$ cat src/swbpc_regs.svh
// register offsets, field positions, reset values and pacing timing
// assumes a 32-bit word register bus; byte address is four times index
`ifndef SWBPC_REGS_SVH
`define SWBPC_REGS_SVH

// register indices; byte address = index * 4
`define SWBPC_IDX_P2_Q01_RATE   14'h1c11
`define SWBPC_IDX_P2_Q23_RATE   14'h1c12
`define SWBPC_IDX_HOST_TAG      14'h1c13
`define SWBPC_IDX_P1_TAG        14'h1c14
`define SWBPC_IDX_P2_TAG        14'h1c15
`define SWBPC_IDX_HOST_DROP     14'h1c16
`define SWBPC_IDX_P1_DROP       14'h1c17
`define SWBPC_IDX_P2_DROP       14'h1c18

// egress rate fields: odd queue high, even queue low
`define SWBPC_RATE_HI_MSB       25
`define SWBPC_RATE_HI_LSB       13
`define SWBPC_RATE_LO_MSB       12
`define SWBPC_RATE_LO_LSB       0

// default tag fields
`define SWBPC_PRIO_MSB          14
`define SWBPC_PRIO_LSB          12
`define SWBPC_VID_MSB           11
`define SWBPC_VID_LSB           0

// reset values
`define SWBPC_RATE_RST          13'h0000
`define SWBPC_PRIO_RST          3'h0
`define SWBPC_VID_RST           12'h000
`define SWBPC_DROP_RST          32'h0000_0000
`define SWBPC_DROP_MAX          32'hffff_ffff

// pacing time unit per byte and clock period
`define SWBPC_PACE_UNIT_NS      20
`define SWBPC_CLK_PERIOD_NS     10
`define SWBPC_PACE_UNIT_CYC     (`SWBPC_PACE_UNIT_NS / `SWBPC_CLK_PERIOD_NS)

// axi responses
`define SWBPC_RESP_OKAY         2'h0
`define SWBPC_RESP_SLVERR       2'h2

`endif

$ cat src/swbpc_pkg.sv
// types shared by the port configuration register bank
// assumes nothing beyond a systemverilog compiler
`default_nettype none
package swbpc_pkg;

	// default tag of one port
	typedef struct packed {
		logic [2:0]  prio;	// priority for inserted or changed tags
		logic [11:0] vid;	// vlan id for inserted or changed tags
	} swbpc_tag_t;

	// two 13-bit queue rate fields of one register
	typedef struct packed {
		logic [12:0] hi;	// odd queue
		logic [12:0] lo;	// even queue
	} swbpc_rate_pair_t;

	// register selected by an address
	typedef enum {
		SWBPC_SEL_Q01,
		SWBPC_SEL_Q23,
		SWBPC_SEL_TAG0,
		SWBPC_SEL_TAG1,
		SWBPC_SEL_TAG2,
		SWBPC_SEL_DROP0,
		SWBPC_SEL_DROP1,
		SWBPC_SEL_DROP2,
		SWBPC_SEL_NONE
	} swbpc_sel_t;

endpackage
`default_nettype wire

$ cat src/swbpc_pacer.sv
// per-queue egress byte pacer
// assumes byte_sent is a one-cycle pulse on clk from the egress logic
`timescale 1ns/10ps
`default_nettype none
`include "swbpc_regs.svh"

module swbpc_pacer (
	input  wire logic        clk,		// 100 mhz core clock
	input  wire logic        rst_b,		// async reset, active low
	input  wire logic [12:0] rate,		// bytes interval code
	input  wire logic        enable,	// pacing on for this queue
	input  wire logic        byte_sent,	// one byte left the queue
	output logic             may_send	// next byte allowed
);

	logic [14:0] cnt_q;	// cycles left in interval
	logic [14:0] cnt_d;
	logic [14:0] load;	// interval length minus one
	logic        may_d;

	// interval is (rate + 1) units of 20 ns, counted in clocks
	assign load = 15'((16'(rate) + 16'd1) * 16'(`SWBPC_PACE_UNIT_CYC)
		- 16'd1);

	// countdown after each byte, free when disabled
	always_comb begin
		if (!enable) begin
			cnt_d = '0;			// pacing off: no wait
		end else if (byte_sent) begin
			cnt_d = load;		// restart interval
		end else if (cnt_q != '0) begin
			cnt_d = cnt_q - 15'd1;
		end else begin
			cnt_d = cnt_q;
		end
		may_d = (cnt_d == '0);
	end

	// state registers
	always_ff @(posedge clk or negedge rst_b) begin
		if (!rst_b) begin
			cnt_q    <= '0;
			may_send <= 1'b1;
		end else begin
			cnt_q    <= cnt_d;
			may_send <= may_d;
		end
	end

endmodule // swbpc_pacer
`default_nettype wire

$ cat src/swbpc_port_cfg.sv
// port config bank: port 2 egress pacing, default tags, drop counters
// assumes axi4-lite master on clk; drop pulses and byte pulses on clk
//
// Operation
// port 2 queue rates, 13 bits each
// interval is (rate plus one) times 20 ns
// pacing also gated by configuration enables
// per port 3-bit default tag priority
// per port 12-bit default vlan id
// count red and yellow ingress rate drops
// counter read returns value then clears
// counter saturates at all ones
// reserved bits zero, everything resets zero
//
// Added by the designer: the AXI4-Lite interface to the registers.
`timescale 1ns/10ps
`default_nettype none
`include "swbpc_regs.svh"

module swbpc_port_cfg (
	input  wire logic                          clk,
	input  wire logic                          rst_b,
	// axi4-lite write address
	input  wire logic [15:0]                   s_axi_awaddr,
	input  wire logic                          s_axi_awvalid,
	output logic                               s_axi_awready,
	// axi4-lite write data
	input  wire logic [31:0]                   s_axi_wdata,
	input  wire logic [3:0]                    s_axi_wstrb,
	input  wire logic                          s_axi_wvalid,
	output logic                               s_axi_wready,
	// axi4-lite write response
	output logic [1:0]                         s_axi_bresp,
	output logic                               s_axi_bvalid,
	input  wire logic                          s_axi_bready,
	// axi4-lite read address
	input  wire logic [15:0]                   s_axi_araddr,
	input  wire logic                          s_axi_arvalid,
	output logic                               s_axi_arready,
	// axi4-lite read data
	output logic [31:0]                        s_axi_rdata,
	output logic [1:0]                         s_axi_rresp,
	output logic                               s_axi_rvalid,
	input  wire logic                          s_axi_rready,
	// port 2 egress pacing
	input  wire logic [3:0]                    p2_pace_enable,
	input  wire logic [3:0]                    p2_byte_sent,
	output logic [3:0]                         p2_may_send,
	// default tags, index is port number
	output swbpc_pkg::swbpc_tag_t [2:0]        port_default_tag,
	// ingress rate drops, index is port number
	input  wire logic [2:0]                    red_drop,
	input  wire logic [2:0]                    yellow_drop
);

	////////////////////////////////////////////////////////////////////
	// storage

	swbpc_pkg::swbpc_rate_pair_t q01_q;	// queues 0 and 1
	swbpc_pkg::swbpc_rate_pair_t q23_q;	// queues 2 and 3
	swbpc_pkg::swbpc_rate_pair_t q01_d;
	swbpc_pkg::swbpc_rate_pair_t q23_d;
	swbpc_pkg::swbpc_tag_t [2:0] tag_q;	// default tags
	swbpc_pkg::swbpc_tag_t [2:0] tag_d;
	logic [2:0][31:0]            drop_q;	// drop counters
	logic [2:0][31:0]            drop_d;

	////////////////////////////////////////////////////////////////////
	// bus handshake state

	logic aw_hs;		// write address taken
	logic w_hs;		// write data taken
	logic b_hs;		// write response taken
	logic ar_hs;		// read address taken
	logic r_hs;		// read data taken
	logic do_write;		// both halves held, commit now
	logic [15:0] awaddr_q;	// held write address
	logic [31:0] wdata_q;	// held write data
	logic [3:0]  wstrb_q;	// held byte enables

	assign aw_hs = s_axi_awvalid & s_axi_awready;
	assign w_hs  = s_axi_wvalid & s_axi_wready;
	assign b_hs  = s_axi_bvalid & s_axi_bready;
	assign ar_hs = s_axi_arvalid & s_axi_arready;
	assign r_hs  = s_axi_rvalid & s_axi_rready;

	// one write and one read may be open at a time, each on its own.
	// awready and wready fall at their own handshake and rise again only
	// with the write response, so no second write can slip in between
	// the commit and its answer; arready does the same for reads.
	// nothing beyond the single open transfer is buffered.
	// ready low means that channel's item is held
	assign do_write = !s_axi_awready & !s_axi_wready & !s_axi_bvalid;

	////////////////////////////////////////////////////////////////////
	// address decode

	swbpc_pkg::swbpc_sel_t wsel;	// register written
	swbpc_pkg::swbpc_sel_t rsel;	// register read

	// map a word index to a register
	function automatic swbpc_pkg::swbpc_sel_t dec(input logic [13:0] idx);
		case (idx)
			`SWBPC_IDX_P2_Q01_RATE: dec = swbpc_pkg::SWBPC_SEL_Q01;
			`SWBPC_IDX_P2_Q23_RATE: dec = swbpc_pkg::SWBPC_SEL_Q23;
			`SWBPC_IDX_HOST_TAG:    dec = swbpc_pkg::SWBPC_SEL_TAG0;
			`SWBPC_IDX_P1_TAG:      dec = swbpc_pkg::SWBPC_SEL_TAG1;
			`SWBPC_IDX_P2_TAG:      dec = swbpc_pkg::SWBPC_SEL_TAG2;
			`SWBPC_IDX_HOST_DROP:   dec = swbpc_pkg::SWBPC_SEL_DROP0;
			`SWBPC_IDX_P1_DROP:     dec = swbpc_pkg::SWBPC_SEL_DROP1;
			`SWBPC_IDX_P2_DROP:     dec = swbpc_pkg::SWBPC_SEL_DROP2;
			default:                dec = swbpc_pkg::SWBPC_SEL_NONE;
		endcase
	endfunction

	// only the word index takes part; the two low address bits are
	// ignored, so an unaligned address reaches the word that holds it.
	// anything outside the eight words is answered with an error.
	assign wsel = dec(awaddr_q[15:2]);
	assign rsel = dec(s_axi_araddr[15:2]);

	////////////////////////////////////////////////////////////////////
	// write data merge under byte enables

	logic [31:0] bmask;	// bit mask from strobes
	logic [31:0] old_w;	// current word of written register
	logic [31:0] new_w;	// word after merge

	assign bmask = {{8{wstrb_q[3]}}, {8{wstrb_q[2]}},
		{8{wstrb_q[1]}}, {8{wstrb_q[0]}}};

	// current contents as software sees them
	always_comb begin
		case (wsel)
			swbpc_pkg::SWBPC_SEL_Q01:  old_w = {6'h00, q01_q};
			swbpc_pkg::SWBPC_SEL_Q23:  old_w = {6'h00, q23_q};
			swbpc_pkg::SWBPC_SEL_TAG0: old_w = {17'h0_0000, tag_q[0]};
			swbpc_pkg::SWBPC_SEL_TAG1: old_w = {17'h0_0000, tag_q[1]};
			swbpc_pkg::SWBPC_SEL_TAG2: old_w = {17'h0_0000, tag_q[2]};
			default:                   old_w = 32'h0000_0000;
		endcase
	end

	// merging starts from what software would read back, so bytes not strobed keep
	// their value; reserved bits are dropped when the fields are stored and never reach a register;
	// counters read as zero here and a write to them changes nothing.
	assign new_w = (old_w & ~bmask) | (wdata_q & bmask);

	// unmapped writes get an error answer
	logic wr_bad;
	assign wr_bad = (wsel == swbpc_pkg::SWBPC_SEL_NONE);

	////////////////////////////////////////////////////////////////////
	// configuration next values

	logic wr_q01;
	logic wr_q23;
	assign wr_q01 = do_write & (wsel == swbpc_pkg::SWBPC_SEL_Q01);
	assign wr_q23 = do_write & (wsel == swbpc_pkg::SWBPC_SEL_Q23);

	// fields change only in the single commit cycle; otherwise each
	// register takes back its own value, so all of them run every clock.
	// only bits 25:0 stored; upper bits dropped
	assign q01_d = wr_q01 ? {new_w[`SWBPC_RATE_HI_MSB:`SWBPC_RATE_HI_LSB],
		new_w[`SWBPC_RATE_LO_MSB:`SWBPC_RATE_LO_LSB]} : q01_q;
	assign q23_d = wr_q23 ? {new_w[`SWBPC_RATE_HI_MSB:`SWBPC_RATE_HI_LSB],
		new_w[`SWBPC_RATE_LO_MSB:`SWBPC_RATE_LO_LSB]} : q23_q;

	// per port tag write, one loop
	genvar gp;
	generate
		for (gp = 0; gp < 3; gp++) begin : g_tag
			logic hit;	// this port's tag register written
			assign hit = do_write & (wsel == swbpc_pkg::swbpc_sel_t'(
				int'(swbpc_pkg::SWBPC_SEL_TAG0) + gp));
			assign tag_d[gp].prio = hit ?
				new_w[`SWBPC_PRIO_MSB:`SWBPC_PRIO_LSB] :
				tag_q[gp].prio;
			assign tag_d[gp].vid = hit ?
				new_w[`SWBPC_VID_MSB:`SWBPC_VID_LSB] :
				tag_q[gp].vid;
		end
	endgenerate

	////////////////////////////////////////////////////////////////////
	// drop counters, one per ingress port
	// red and yellow in one cycle are one packet and count once.
	// a drop in the cycle of the clearing read is not lost: the counter
	// restarts at one rather than zero, the event winning over the clear.
	// at all ones it holds instead of wrapping until software reads it.

	generate
		for (gp = 0; gp < 3; gp++) begin : g_drop
			logic inc;	// one packet dropped this cycle
			logic clr;	// software reads this counter now
			logic full;	// counter at its ceiling
			assign inc = red_drop[gp] | yellow_drop[gp];
			assign clr = ar_hs & (rsel == swbpc_pkg::swbpc_sel_t'(
				int'(swbpc_pkg::SWBPC_SEL_DROP0) + gp));
			assign full = (drop_q[gp] == `SWBPC_DROP_MAX);
			// a drop in the read cycle is kept as the new count
			assign drop_d[gp] =
				clr ? {31'h0000_0000, inc} :
				(inc & !full) ? drop_q[gp] + 32'h0000_0001 :
				drop_q[gp];
		end
	endgenerate

	////////////////////////////////////////////////////////////////////
	// read mux

	logic [31:0] rd_word;	// data for the address being read
	logic        rd_bad;	// unmapped read

	// the word is taken at the address handshake, so a counter's value
	// and its clear belong to the same edge and no drop falls between.
	// reserved bits read zero
	always_comb begin
		rd_bad = 1'b0;
		case (rsel)
			swbpc_pkg::SWBPC_SEL_Q01:   rd_word = {6'h00, q01_q};
			swbpc_pkg::SWBPC_SEL_Q23:   rd_word = {6'h00, q23_q};
			swbpc_pkg::SWBPC_SEL_TAG0:  rd_word = {17'h0_0000, tag_q[0]};
			swbpc_pkg::SWBPC_SEL_TAG1:  rd_word = {17'h0_0000, tag_q[1]};
			swbpc_pkg::SWBPC_SEL_TAG2:  rd_word = {17'h0_0000, tag_q[2]};
			swbpc_pkg::SWBPC_SEL_DROP0: rd_word = drop_q[0];
			swbpc_pkg::SWBPC_SEL_DROP1: rd_word = drop_q[1];
			swbpc_pkg::SWBPC_SEL_DROP2: rd_word = drop_q[2];
			default: begin
				rd_word = 32'h0000_0000;	// unmapped
				rd_bad  = 1'b1;
			end
		endcase
	end

	////////////////////////////////////////////////////////////////////
	// write channel registers

	// hazard: the answer may follow only once both halves are held;
	// do_write lasts one cycle, since bvalid rises at the next edge and
	// closes it again.
	// address and data held until the response is taken
	always_ff @(posedge clk or negedge rst_b) begin
		if (!rst_b) begin
			s_axi_awready <= 1'b1;
			s_axi_wready  <= 1'b1;
			awaddr_q      <= 16'h0000;
			wdata_q       <= 32'h0000_0000;
			wstrb_q       <= 4'h0;
		end else begin
			if (aw_hs) begin
				s_axi_awready <= 1'b0;	// one write at a time
				awaddr_q      <= s_axi_awaddr;
			end else if (b_hs) begin
				s_axi_awready <= 1'b1;
			end
			if (w_hs) begin
				s_axi_wready <= 1'b0;
				wdata_q      <= s_axi_wdata;
				wstrb_q      <= s_axi_wstrb;
			end else if (b_hs) begin
				s_axi_wready <= 1'b1;
			end
		end
	end

	// an unmapped address still gets its answer, flagged as an error,
	// so a master never waits on a write that went nowhere.
	// response one cycle after both halves are held
	always_ff @(posedge clk or negedge rst_b) begin
		if (!rst_b) begin
			s_axi_bvalid <= 1'b0;
			s_axi_bresp  <= `SWBPC_RESP_OKAY;
		end else if (do_write) begin
			s_axi_bvalid <= 1'b1;
			s_axi_bresp  <= wr_bad ? `SWBPC_RESP_SLVERR :
				`SWBPC_RESP_OKAY;
		end else if (b_hs) begin
			s_axi_bvalid <= 1'b0;
		end
	end

	////////////////////////////////////////////////////////////////////
	// read channel registers

	// data captured at the address edge, held until taken
	always_ff @(posedge clk or negedge rst_b) begin
		if (!rst_b) begin
			s_axi_arready <= 1'b1;
			s_axi_rvalid  <= 1'b0;
			s_axi_rdata   <= 32'h0000_0000;
			s_axi_rresp   <= `SWBPC_RESP_OKAY;
		end else if (ar_hs) begin
			s_axi_arready <= 1'b0;
			s_axi_rvalid  <= 1'b1;
			s_axi_rdata   <= rd_word;
			s_axi_rresp   <= rd_bad ? `SWBPC_RESP_SLVERR :
				`SWBPC_RESP_OKAY;
		end else if (r_hs) begin
			s_axi_arready <= 1'b1;
			s_axi_rvalid  <= 1'b0;
		end
	end

	////////////////////////////////////////////////////////////////////
	// configuration and counter registers

	// all fields and counters clear at reset
	always_ff @(posedge clk or negedge rst_b) begin
		if (!rst_b) begin
			q01_q  <= {`SWBPC_RATE_RST, `SWBPC_RATE_RST};
			q23_q  <= {`SWBPC_RATE_RST, `SWBPC_RATE_RST};
			tag_q  <= {3{`SWBPC_PRIO_RST, `SWBPC_VID_RST}};
			drop_q <= {3{`SWBPC_DROP_RST}};
		end else begin
			q01_q  <= q01_d;
			q23_q  <= q23_d;
			tag_q  <= tag_d;
			drop_q <= drop_d;
		end
	end

	// default tags leave straight from their registers
	assign port_default_tag = tag_q;

	////////////////////////////////////////////////////////////////////
	// port 2 egress pacing

	logic [3:0][12:0] qrate;	// rate code per queue
	assign qrate = {q23_q.hi, q23_q.lo, q01_q.hi, q01_q.lo};

	// the rate fields feed the pacers live; a new code takes effect at
	// the next byte sent, since the interval loads only on a byte.
	// the per-queue enables come from configuration held elsewhere.
	// one pacer per priority queue
	generate
		for (gp = 0; gp < 4; gp++) begin : g_pace
			swbpc_pacer u_pacer (
				.clk       (clk),
				.rst_b     (rst_b),
				.rate      (qrate[gp]),
				.enable    (p2_pace_enable[gp]),
				.byte_sent (p2_byte_sent[gp]),
				.may_send  (p2_may_send[gp])
			);
		end
	endgenerate

endmodule // swbpc_port_cfg
`default_nettype wire

$ cat config.mk
export PLATFORM = sky130hd
export DESIGN_NAME = swbpc_port_cfg
export DESIGN_NICKNAME = d
export VERILOG_FILES = /design/src/swbpc_pkg.sv /design/src/swbpc_pacer.sv /design/src/swbpc_port_cfg.sv
export VERILOG_INCLUDE_DIRS = /design/src
export SDC_FILE = /design/constraint.sdc
export NUM_CORES = 1
export LEC_CHECK = 0
export ABC_CLOCK_PERIOD_IN_PS = 2900
export BUFFER_PORTS_ARGS = -buffer_cell sky130_fd_sc_hd__buf_2
export CORE_ASPECT_RATIO = 0.8
export CORE_MARGIN = 5
export CORE_UTILIZATION = 50
export CTS_BUF_LIST = sky130_fd_sc_hd__clkbuf_8
export DETAILED_ROUTE_END_ITERATION = 12
export PLACE_DENSITY_LB_ADDON = 0.05
export SLEW_MARGIN = 5
export SYNTH_ARGS = -nofsm -noshare
export SYNTH_HDL_FRONTEND = slang
export SYNTH_SLANG_ARGS = --single-unit
export TNS_END_PERCENT = 20
$ cat constraint.sdc
create_clock -name clk -period 2.9 [get_ports clk]
set_input_delay 0.58 -clock clk [delete_from_list [all_inputs] [get_ports clk]]
set_output_delay 0.58 -clock clk [all_outputs]
set_load 0.01 [all_outputs]
==> run_results.csv <==
group,metric,value,unit
status,status,"finished, violations left",
status,violations,"setup timing",
route,route.detailed.drc,0,
synth,ys.flop_type,"dfrtp_1",
cts,root_buffer,"clkbuf_8",
timing,finalClockSkew,0.0352,ns
worst_setup_path,cp-start-kind,"flop",
timing,hold_viol,0,
floorplan,fp.dieW,233,µm
route,postRouteWirelength,63400,µm
synth,synth_area_leaders,"dfrtp_1, o21ai_0, nand2_1",
cts,cts_tree,"done",
route,routedWlPerCell,20.1,µm
cells_and_area,final_cell_mix,"dfrtp_1, nand2_1, buf_4",
route,antenna_left,0,
worst_setup_path,path_class,"flop to flop",
timing,tightest_slew,0.721,ns
route,first_pass_iters,5,
place,hpwl,47100,µm
grt,grt_pass1_vias,17708,
floorplan,dieHeight,188,µm
cells_and_area,multiInputGateArea,10900,µm²
route,vias_per_cell,5.81,
cts,cts.sinks,340,
worst_setup_path,crit_slowest_cell,"or4_4",
synth,synth_cells,2235,
synth,yosysTopAreaCellShare,0.420,
timing,fin_ws,-0.183,ns
route,via_count,18328,
worst_setup_path,crit_arrival,3.63,ns
synth,yosys.area.top_type,"dfrtp_1",
cells_and_area,final_nets,2675,
synth,synth.distinct_cells,85,
cells_and_area,final_common_cell,"dfrtp_1",
timing,layout_min_cycle_time,3.08,ns
worst_setup_path,max_stage_delay,0.50,ns
timing,finalCritPeriodShare,1.06,
timing,rsz0062_at_grt,"yes",
worst_setup_path,critPathTopFamily,"simple AND/OR/NAND/NOR gates",
synth,yosys_warnings,0,
cells_and_area,fillers,3478,
cts,clk_transition_reported_paths,0.07,ns
cells_and_area,post-route-util,0.625,
timing,fin_setup_tns,-3.58,ns
floorplan,boundaryPins,179,
grt,gr-total-overflow,0,
worst_setup_path,cp_max_fo,4,
hold_path,hp-class,"primary input to flop",
timing,fmax,0.324,GHz
floorplan,initial_core_util,0.504,
synth,synth_edf_count,0,
cells_and_area,area_growth,23.9,%
cells_and_area,regArea,8520,µm²
grt,groute.usage.overall,0.284,
synth,synthArstFlopShare,1.00,
floorplan,dieArea,43800,µm²
floorplan,num_rows,65,
worst_setup_path,cp_cell_sequence,"ha_2, or3_1, a211o_1, a211oi_2, nand2_2, or4b_1, a41o_1, or4_4, nor4_4",
synth,ys_seq_area_frac,0.429,
worst_setup_path,path_buf_inv,0,
cts,clk_latency,0.66,ns
pwr,ir_drop,0.555,mV
cells_and_area,antenna_cells,0,
job,maxCapViolations,0,
cts,clk_path_buf_depth,3,
worst_setup_path,critPathCaptureType,"flop",
synth,syn_area,19900,µm²
timing,slew-limit-headroom,0.520,
grt,grt_first_pass_wirelength,99600,µm
timing,setup_viol,59,
worst_setup_path,cp.required,3.44,ns
synth,syn_avg_cell_area,8.88,µm²
cts,htreeDepth,2,
place,portBuffers,166,
pwr,p_total,13300,µW
timing,slew_viol_final,0,
pwr,leakagePower,0.0110,µW
grt,grt_start_max_net_pins,68,
cts,cts_buffers,58,
synth,yosys_register_bits,340,
grt,antenna_found_initial,1,
cells_and_area,layout-drive-gt1-share,0.255,
floorplan,core_area,39400,µm²
place,post-place-ws,-0.194,ns
route,drt_iter0_drc,1723,
place,routabilityCongestion,0.915,
pwr,powerDensity,540,nW/µm²
## state kept, by name (all words and copies together), names as in the netlist
signal	flops
port_default_tag	45
s_axi_bvalid	1
g_pace.u_pacer.may_send	4
s_axi_rdata	32
q23_q	26
wdata_q	26
s_axi_arready	1
wstrb_q	4
s_axi_rresp	1
awaddr_q	14
q01_q	26
s_axi_rvalid	1
g_pace.u_pacer.cnt_q	60
s_axi_bresp	1
s_axi_awready	1
s_axi_wready	1
drop_q	96
## area by class of cell
cell class / instances / area share
multi-input cells: 1690 / 0.443
flip-flops and latches: 340 / 0.346
repair buffers: 430 / 0.126
clock buffers: 74 / 0.0414
well taps: 536 / 0.0273
clock inverters: 32 / 0.00788
inverters: 51 / 0.00778
## through the flow
stage | instances | hold WS [ns] | area [µm²]
2_1_floorplan | 2236 | 0.284 | 19900
3_3_place_gp | 3032 | 0.465 | 22900
3_5_place_dp | 3032 | 0.470 | 22900
4_1_cts | 3146 | 0.0461 | 24300
5_1_grt | 3153 | 0.0549 | 24600
6_report | 3153 | 0.0689 | 24600
## layer usage
metal | vias to the layer above | share of wire | global-route usage
li1 | 8717 | - | -
met4 | 2 | 0.023 | 0.0690
met3 | 107 | 0.081 | 0.0717
met5 | - | 0.00021 | 0
met1 | 8858 | 0.47 | 0.422
met2 | 644 | 0.43 | 0.418
## final timing paths
path                                             startpoint                                   end  slack (ns)  cells past startpoint
worst max-delay path                  q23_q[14]$_DFFE_PN0P_  g_pace[3].u_pacer.may_send$_DFF_PN1_       -0.18                      9
worst min-delay path                           s_axi_wvalid              s_axi_wready$_DFFE_PN1P_        0.07                      2
worst max register to register        q23_q[14]$_DFFE_PN0P_  g_pace[3].u_pacer.may_send$_DFF_PN1_       -0.18                      9
worst min register to register  s_axi_rdata[28]$_DFFE_PN0P_           s_axi_rdata[28]$_DFFE_PN0P_        0.48                      2
max in group asynchronous                             rst_b           s_axi_rdata[25]$_DFFE_PN0P_        1.55                      3
min in group asynchronous                             rst_b  g_pace[2].u_pacer.cnt_q[3]$_DFF_PN0_        0.50                      2
## cells by family (layout without fill, tap and decap cells)
kind of cell	count (synthesis)	count (layout)	share of synthesized area
compound gates	520	520	0.163
buf+inv	206	587	0.0413
simple gates	852	852	0.212
fa+ha+maj	15	15	0.00945
xor+xnor	164	164	0.0723
mux	137	137	0.0723
other cells	1	2	0.000189
flops	340	340	0.429
## timing repair
action                                  in CTS  in global routing
gates cloned                                 1                  0
hold buffers                                 1                  0
setup buffers                                6                  7
endpoints found under the setup margin      49                 78
endpoints found under the hold margin       60                  0
pin swaps                                   14                 47
resized for setup                           21                 96
## cell usage after synthesis, types with 14 or more instances
| cell | n |
|---|---|
| clkbuf_1 | 134 |
| dfrtp_1 | 333 |
| nand3_1 | 61 |
| nor2_1 | 189 |
| mux2_2 | 51 |
| inv_1 | 48 |
| a21oi_1 | 82 |
| and3_1 | 27 |
| a221oi_1 | 26 |
| or3_1 | 48 |
| or2_2 | 14 |
| xor2_1 | 78 |
| nor4_1 | 30 |
| o21ai_1 | 29 |
| xnor2_1 | 86 |
| a22oi_1 | 29 |
| and4_1 | 15 |
| and2_1 | 16 |
| nand2_1 | 276 |
| nor3_1 | 49 |
| ha_1 | 15 |
| or4_1 | 14 |
| o21ai_0 | 212 |
| nand4_1 | 50 |
| a211oi_1 | 24 |
| mux2i_1 | 86 |
## where the power goes
group          switching, µW  total, µW  internal (µW)
clock                   2050       4520           2470
sequential               695       6010           5310
combinational           1430       2760           1320
total                   4180      13300           9100
## worst reg2reg max path, stage by stage (launching register included)
cell	delay (ns)
dfrtp_1	0.39
ha_2	0.21
or3_1	0.31
a211o_1	0.34
a211oi_2	0.29
nand2_2	0.09
or4b_1	0.48
a41o_1	0.27
or4_4	0.50
nor4_4	0.14
Power figures use the tool's default switching activity.
